[src/logic/tcm_defs.vh]
// Purpose: Constants for the channel 2 output-compare block
// Assumes: 32-bit register data path, 16-bit registers in the low half
// Notes: Offsets are byte addresses
`ifndef TCM_DEFS_VH
`define TCM_DEFS_VH

// Register offsets
`define TCM_ADDR_CTRL 8'h18
`define TCM_ADDR_CMP 8'h38
`define TCM_ADDR_POL 8'h40
`define TCM_ADDR_STAT 8'h44

// Control register fields
`define TCM_CLR_EN_BIT 15
`define TCM_MODE_HI 14
`define TCM_MODE_LO 12
`define TCM_PRELOAD_BIT 11
`define TCM_DIR_HI 9
`define TCM_DIR_LO 8

// Polarity register fields
`define TCM_POL_MAIN_BIT 0
`define TCM_POL_COMP_BIT 1
`define TCM_POL_CLR_MATCH_BIT 8

// Status register fields
`define TCM_STAT_REF_BIT 0
`define TCM_STAT_MAIN_BIT 1
`define TCM_STAT_COMP_BIT 2
`define TCM_STAT_MATCH_BIT 3
`define TCM_STAT_OUTDIR_BIT 4

// Reset values
`define TCM_CTRL_RST 16'h0000
`define TCM_CMP_RST 16'h0000
`define TCM_POL_RST 2'h0

// Direction select value for output
`define TCM_DIR_OUTPUT 2'h0

// Mode encodings
`define TCM_MODE_FROZEN 3'h0
`define TCM_MODE_SET 3'h1
`define TCM_MODE_CLEAR 3'h2
`define TCM_MODE_TOGGLE 3'h3
`define TCM_MODE_LOW 3'h4
`define TCM_MODE_HIGH 3'h5
`define TCM_MODE_PWM1 3'h6
`define TCM_MODE_PWM2 3'h7

`endif

[src/logic/tcm_sync3.v]
// Purpose: Three-stage synchroniser with agreement filter
// Assumes: Input is asynchronous to clk
// Notes: Output follows once stages two and three agree
module tcm_sync3 (
  // Clock and reset
  input wire clk,
  input wire rstN,
  // Signal
  input wire din,
  output reg dout
);

  reg stage1;
  reg stage2;
  reg stage3;

  always @(posedge clk or negedge rstN) begin
    if (!rstN) begin
      stage1 <= 1'b0;
      stage2 <= 1'b0;
      stage3 <= 1'b0;
      dout <= 1'b0;
    end else begin
      stage1 <= din;
      stage2 <= stage1;
      stage3 <= stage2;
      if (stage2 == stage3) begin
        dout <= stage3;
      end
    end
  end

endmodule

[src/logic/tcm_ch2_compare.v]
// Purpose: Channel 2 output-compare logic of an advanced timer
// Assumes: Core counter, count direction and update event come from
//   the timer on the same clock; the external trigger is asynchronous
// Notes: Register port with read data one cycle after the read strobe
//
// Summary of operation
// - Direction field decides input or output meaning
// - Clear enable: trigger high forces reference low
// - Mode field drives reference; polarity shapes outputs
// - Mode 000: match leaves reference unchanged
// - Mode 001: match drives reference high
// - Mode 010: match drives reference low
// - Mode 011: match toggles reference
// - Mode 100: reference forced low
// - Mode 101: reference forced high
// - Mode 110: first pulse-width rule by direction
// - Preload enable shadows compare until update
// - Direction 00 makes channel an output
`include "tcm_defs.vh"

module tcm_ch2_compare (
  // Clock and reset
  input wire clk,
  input wire rst_n,
  // Register port
  input wire [7:0] regAddr,
  input wire [31:0] regWrData,
  input wire regWrite,
  input wire regRead,
  output reg [31:0] regRdData,
  // Timer core
  input wire [15:0] coreCount,
  input wire countDown,
  input wire updateEvent,
  // External trigger, asynchronous
  input wire external_trigger_filtered,
  // Channel outputs
  output reg ch2_output_reference,
  output wire ch2_main_output,
  output wire ch2_complement_output,
  output wire ch2OutputMode
);

  // Reset release
  reg rstSync1;
  reg rstSync2;
  wire rstN;

  always @(posedge clk or negedge rst_n) begin
    if (!rst_n) begin
      rstSync1 <= 1'b0;
      rstSync2 <= 1'b0;
    end else begin
      rstSync1 <= 1'b1;
      rstSync2 <= rstSync1;
    end
  end

  assign rstN = rstSync2;

  // External trigger synchronised
  // Clear reaches the reference five edges after the pin
  wire trigSync;

  tcm_sync3 u_trig_sync (
    .clk(clk),
    .rstN(rstN),
    .din(external_trigger_filtered),
    .dout(trigSync)
  );

  // Registers
  reg [15:0] channel_pair_control_one;
  reg [15:0] cmpPreload;
  reg [15:0] cmpActive;
  reg [1:0] polarity;
  reg matchSeen;

  // Control fields
  wire ch2_ref_clear_enable;
  wire [2:0] ch2_output_mode;
  wire ch2_compare_preload_enable;
  wire [1:0] ch2_direction_select;
  wire ch2_main_polarity;
  wire ch2_complement_polarity;

  assign ch2_ref_clear_enable = channel_pair_control_one[`TCM_CLR_EN_BIT];
  assign ch2_output_mode = channel_pair_control_one[`TCM_MODE_HI:`TCM_MODE_LO];
  assign ch2_compare_preload_enable = channel_pair_control_one[`TCM_PRELOAD_BIT];
  assign ch2_direction_select = channel_pair_control_one[`TCM_DIR_HI:`TCM_DIR_LO];
  assign ch2_main_polarity = polarity[`TCM_POL_MAIN_BIT];
  assign ch2_complement_polarity = polarity[`TCM_POL_COMP_BIT];

  // Address decode
  function isAddr;
    input [7:0] addr;
    input [7:0] target;
    begin
      isAddr = (addr == target);
    end
  endfunction

  wire wrCtrl;
  wire wrCmp;
  wire wrPol;

  assign wrCtrl = regWrite && isAddr(regAddr, `TCM_ADDR_CTRL);
  assign wrCmp = regWrite && isAddr(regAddr, `TCM_ADDR_CMP);
  assign wrPol = regWrite && isAddr(regAddr, `TCM_ADDR_POL);

  // Write-one clear of the sticky match flag
  wire clrMatch;

  assign clrMatch = wrPol && regWrData[`TCM_POL_CLR_MATCH_BIT];

  // Channel is an output only with direction 00
  assign ch2OutputMode = (ch2_direction_select == `TCM_DIR_OUTPUT);

  // Control and polarity registers
  always @(posedge clk or negedge rstN) begin
    if (!rstN) begin
      channel_pair_control_one <= `TCM_CTRL_RST;
      polarity <= `TCM_POL_RST;
    end else begin
      if (wrCtrl) begin
        channel_pair_control_one <= regWrData[15:0];
      end
      if (wrPol) begin
        polarity <= regWrData[1:0];
      end
    end
  end

  // Compare value, preload copy and active shadow
  always @(posedge clk or negedge rstN) begin
    if (!rstN) begin
      cmpPreload <= `TCM_CMP_RST;
      cmpActive <= `TCM_CMP_RST;
    end else begin
      if (wrCmp) begin
        cmpPreload <= regWrData[15:0];
      end
      // Write beside an update with preload on: active takes the old preload
      if (!ch2_compare_preload_enable) begin
        if (wrCmp) begin
          cmpActive <= regWrData[15:0];
        end
      end else if (updateEvent) begin
        cmpActive <= cmpPreload;
      end
    end
  end

  // Comparison against the core counter
  wire countMatch;
  wire countAbove;

  assign countMatch = (coreCount == cmpActive);
  assign countAbove = (coreCount > cmpActive);

  // First pulse-width level
  function pwmOneLevel;
    input down;
    input above;
    begin
      if (down) begin
        pwmOneLevel = above;
      end else begin
        pwmOneLevel = !above;
      end
    end
  endfunction

  // Reference next value
  reg next_ref;

  always @* begin
    next_ref = ch2_output_reference;
    if (!ch2OutputMode) begin
      // Input direction: reference parked low
      next_ref = 1'b0;
    end else if (ch2_ref_clear_enable && trigSync) begin
      next_ref = 1'b0;
    end else begin
      case (ch2_output_mode)
        `TCM_MODE_FROZEN: begin
          next_ref = ch2_output_reference;
        end
        `TCM_MODE_SET: begin
          if (countMatch) begin
            next_ref = 1'b1;
          end
        end
        `TCM_MODE_CLEAR: begin
          if (countMatch) begin
            next_ref = 1'b0;
          end
        end
        `TCM_MODE_TOGGLE: begin
          if (countMatch) begin
            next_ref = !ch2_output_reference;
          end
        end
        `TCM_MODE_LOW: begin
          next_ref = 1'b0;
        end
        `TCM_MODE_HIGH: begin
          next_ref = 1'b1;
        end
        `TCM_MODE_PWM1: begin
          next_ref = pwmOneLevel(countDown, countAbove);
        end
        `TCM_MODE_PWM2: begin
          next_ref = !pwmOneLevel(countDown, countAbove);
        end
        default: begin
          next_ref = ch2_output_reference;
        end
      endcase
    end
  end

  // Reference and match flag
  always @(posedge clk or negedge rstN) begin
    if (!rstN) begin
      ch2_output_reference <= 1'b0;
      matchSeen <= 1'b0;
    end else begin
      ch2_output_reference <= next_ref;
      // Set wins over a write-one clear in the same cycle
      if (ch2OutputMode && countMatch) begin
        matchSeen <= 1'b1;
      end else if (clrMatch) begin
        matchSeen <= 1'b0;
      end
    end
  end

  // Polarity: complement starts from the inverted reference; each output XORs its polarity bit
  wire [1:0] outLevel;
  wire [1:0] refLevel;

  assign refLevel = {!ch2_output_reference, ch2_output_reference};

  genvar i;
  generate
    for (i = 0; i < 2; i = i + 1) begin : g_pol
      assign outLevel[i] = refLevel[i] ^ polarity[i];
    end
  endgenerate

  assign ch2_main_output = outLevel[`TCM_POL_MAIN_BIT];
  assign ch2_complement_output = outLevel[`TCM_POL_COMP_BIT];

  // Status word
  reg [15:0] statusWord;

  always @* begin
    statusWord = 16'h0000;
    statusWord[`TCM_STAT_REF_BIT] = ch2_output_reference;
    statusWord[`TCM_STAT_MAIN_BIT] = ch2_main_output;
    statusWord[`TCM_STAT_COMP_BIT] = ch2_complement_output;
    statusWord[`TCM_STAT_MATCH_BIT] = matchSeen;
    statusWord[`TCM_STAT_OUTDIR_BIT] = ch2OutputMode;
  end

  // Read data, one cycle after the strobe
  reg [15:0] next_rd;

  always @* begin
    next_rd = 16'h0000;
    case (regAddr)
      `TCM_ADDR_CTRL: begin
        next_rd = channel_pair_control_one;
      end
      `TCM_ADDR_CMP: begin
        next_rd = cmpPreload;
      end
      `TCM_ADDR_POL: begin
        next_rd = {14'h0000, ch2_complement_polarity, ch2_main_polarity};
      end
      `TCM_ADDR_STAT: begin
        next_rd = statusWord;
      end
      default: begin
        next_rd = 16'h0000;
      end
    endcase
  end

  always @(posedge clk or negedge rstN) begin
    if (!rstN) begin
      regRdData <= 32'h0000_0000;
    end else if (regRead) begin
      regRdData <= {16'h0000, next_rd};
    end else begin
      regRdData <= 32'h0000_0000;
    end
  end

endmodule

[config.mk]
export PLATFORM = sky130hd
export DESIGN_NAME = tcm_ch2_compare
export DESIGN_NICKNAME = d
export VERILOG_FILES = /design/src/logic/tcm_sync3.v /design/src/logic/tcm_ch2_compare.v
export VERILOG_INCLUDE_DIRS = /design/src /design/src/logic
export SDC_FILE = /design/constraint.sdc
export NUM_CORES = 1
export LEC_CHECK = 0
export ABC_CLOCK_PERIOD_IN_PS = 2500
export BUFFER_PORTS_ARGS = -buffer_cell sky130_fd_sc_hd__buf_4
export CORE_ASPECT_RATIO = 0.75
export CORE_UTILIZATION = 45
export DETAILED_ROUTE_END_ITERATION = 6
export PLACE_DENSITY = 0.7
export SYNTH_ARGS = -nofsm -noshare
export SYNTH_HDL_FRONTEND = slang
export SYNTH_SLANG_ARGS = --single-unit
[constraint.sdc]
create_clock -name clk -period 2.5 [get_ports clk]
set_clock_uncertainty 0.05 [all_clocks]
set_input_delay 0.375 -clock clk [delete_from_list [all_inputs] [get_ports clk]]
set_output_delay 0.375 -clock clk [all_outputs]
set_load 0.005 [all_outputs]
==> flow_summary.ini <==
[route]
vias = 2459
routed-wl-met2_um = 3310
drtIter0Drc = 107
dr_wl_met3_um = 395
routed_via_density = 4.98
finalWirelength_um = 7600
post_drt_wl_per_cell_um = 15.4
ant_nets = 0
wl_met1_um = 3880
drc = 0
highest_layer = met4
firstDrtPassIters = 4

[timing]
hold_viol_final = 0
relSlewSlack = 0.656
timing.final.ws_setup_ps = 309
fin_hold_ws_ps = 104
setup_viol = 0
tns_ps = 0
slew_viol_final = 0
rsz0062_at_grt = no
max_freq_mhz = 456
period_needed_ps = 2190
finalCritPeriodShare = 0.877
worst_pin_slew_ps = 514

[setup_path]
slowest_stage = a2111o_1
max_stage_delay_ps = 440
cp-endpoint = ch2_output_reference$_DFFE_PN0P_
path_cells = inv_1 > ha_1 > nand4_1 > a2111o_1 > a31oi_1 > a21o_1 > nand4_1
crit_buf_inv = 1
cp_max_fo = 4
reg2reg_slack_ps = 310
worstSetupPathType = reg2reg
setup.worst_path.end_class = flop
critical_path.most_common_cell = nand4_1
critPathTopFamily = compound AO/OA/AOI/OAI gates
critical_path_depth = 7
startpoint_type = flop
r2r_start = cmpActive[14]$_DFFE_PN0P_
startpoint = cmpActive[14]$_DFFE_PN0P_
arrival_ps = 2350
r2r_end = ch2_output_reference$_DFFE_PN0P_
rr_worst_depth = 7
cp.required_ps = 2660

[die]
ioPinCount = 99
row_count = 28
die_height_um = 81.7
die_x_um = 108
initial_core_util = 0.473
die_area_um2 = 8840
coreArea_um2 = 8060

[clocking]
cts.sinks = 74
h-tree-depth = 3
cts_tree = done
numCtsBuffers = 9
root_buffer = clkbuf_16
clockBufferDepth = 2
cts.clk_slew.worst_paths_ps = 60
insertion_delay_ps = 330
post_cts_buffers = 0

[run_status]
outcome = finished clean

[yosys]
synth_top_area_share = 0.486
synth_area_um2 = 3810
synth.area.mux_share = 0.199
yosysSeqAreaShare = 0.486
synthXorXnorAreaFrac = 0.00460
ys_types = 46
synth_compound_area_frac = 0.0768
synthAdderAreaFrac = 0.0552
synth.ff_latch_count = 74
synthCells = 313
synth_top_family_by_area = multiplexers
synth_simple_gate_area_share = 0.102
synth_warnings = 0
synth_largest_area_cell = dfrtp_1
avgSynthCellArea_um2 = 12.2
netlist_top_cells_area = dfrtp_1 49%, mux2_2 12%, mux2i_1 7.1%

[global_routing]
first_global_vias = 2376
grt_pass1_wl_um = 12000
overflow = 0
grt_util_all_layers = 0.188
antenna_found_initial = 0
grt_max_degree = 54

[placed_design]
dp_hpwl_um = 5460
dp_worst_setup_slack_ps = 234
place.gp.congestion = 0.815
placed_area_um2 = 4330
io_buffers = 66

[hold_path]
min_path_cells = 1
hold_class = in2reg

[final_layout]
n_antenna_cell = 0
drive_above_1_share = 0.386
area_delta_synth_final_pct = 23.1
fin_util = 0.582
nNetsFinal = 463
final_area_um2 = 4690

[power]
power_leakage_nw = 2.28
powerDensity_nw_per_um2 = 780
max-vdd-ir-drop_uv = 622

[run]
drv_cap = 0
-- where the power goes --
group	internal (mW)	switching [mW]
clock	1.02	0.472
combinational	0.354	0.368
sequential	1.34	0.0965
total	2.72	0.936
-- Yosys cell counts (all sizes together) --
cell and instances:
dfrtp 74, nand2 9, a21o 1, xnor2 1, a2111o 1, nand4 5
o21a 1, a32o 1, and3 1, or3 1, o211ai 1, a22oi 2
a32oi 3, nand3 1, nand2b 2, nand4bb 1, a31oi 1, nor2 31
mux2 42, a2bb2oi 1, nor4 3, nand4b 3, maj3 1, mux2i 27
clkbuf 2, xor2 1, buf 25, a221o 1, inv 17, o21ai 3
nor2b 6, a21oi 23, or4b 1, conb 2, nand3b 2, ha 16
-- worst min path at each step --
stage                                   start                           end  slack, ps
finish              external_trigger_filtered  u_trig_sync.stage1$_DFF_PN0_        100
global route        external_trigger_filtered  u_trig_sync.stage1$_DFF_PN0_         90
CTS                 external_trigger_filtered  u_trig_sync.stage1$_DFF_PN0_        100
detailed placement                      rst_n            rstSync1$_DFF_PN0_        110
global placement                        rst_n            rstSync1$_DFF_PN0_        110
floorplan                               rst_n                rstN$_DFF_PN0_         30
-- per-stage QoR --
stage / instances / total power [mW]
after detailed placement: 477 / 2.19
final: 494 / 3.66
after global routing: 494 / 3.87
after CTS: 494 / 3.70
after floorplan: 328 / 1.96
after global placement: 477 / 2.15
-- cell families after synthesis --
group,after synthesis
flip-flops,74
adder cells (fa/ha/maj),17
multiplexers,69
AND/OR/NAND/NOR,66
buffers and inverters,44
other,2
AO/OA/AOI/OAI,39
XOR/XNOR,2
-- state kept, by name, summed over array words and instances, names as in the netlist, 2 cells and up --
name	count
channel_pair_control_one	16
cmpActive	16
cmpPreload	16
polarity	2
regRdData	16
-- timing repair --
action | CTS | global route
gates resized for setup | 0 | 0
setup endpoints to repair | 0 | 0
hold buffers | 1 | 0
endpoints found under the hold margin | 2 | 0
-- cell usage in the layout, fill, tap and decap left out, drive strengths merged, types with 5 or more instances in the layout --
cell type / n
nor2: 31
dfrtp: 74
nand2: 9
nor2b: 6
ha: 16
clkbuf: 11
inv: 17
buf: 71
a21oi: 23
conb: 17
mux2i: 27
mux2: 42
nand4: 5
-- layer usage --
| metal | vias to the layer above | global-route usage |
|---|---|---|
| met3 | 2 | 0.0603 |
| li1 | 1212 | - |
| met5 | - | 0 |
| met4 | 0 | 0.0411 |
| met2 | 65 | 0.275 |
| met1 | 1180 | 0.270 |
-- cell type report --
cell class,instances,area (um^2)
Fill cell,676,3370
Sequential cell,74,1850
Multi-Input combinational cell,210,1730
Timing Repair Buffer,72,556
Clock buffer,11,253
Tap cell,105,131
Clock inverter,5,100
Inverter,17,63.8
Note: power is estimated with default switching activity, not from simulation.
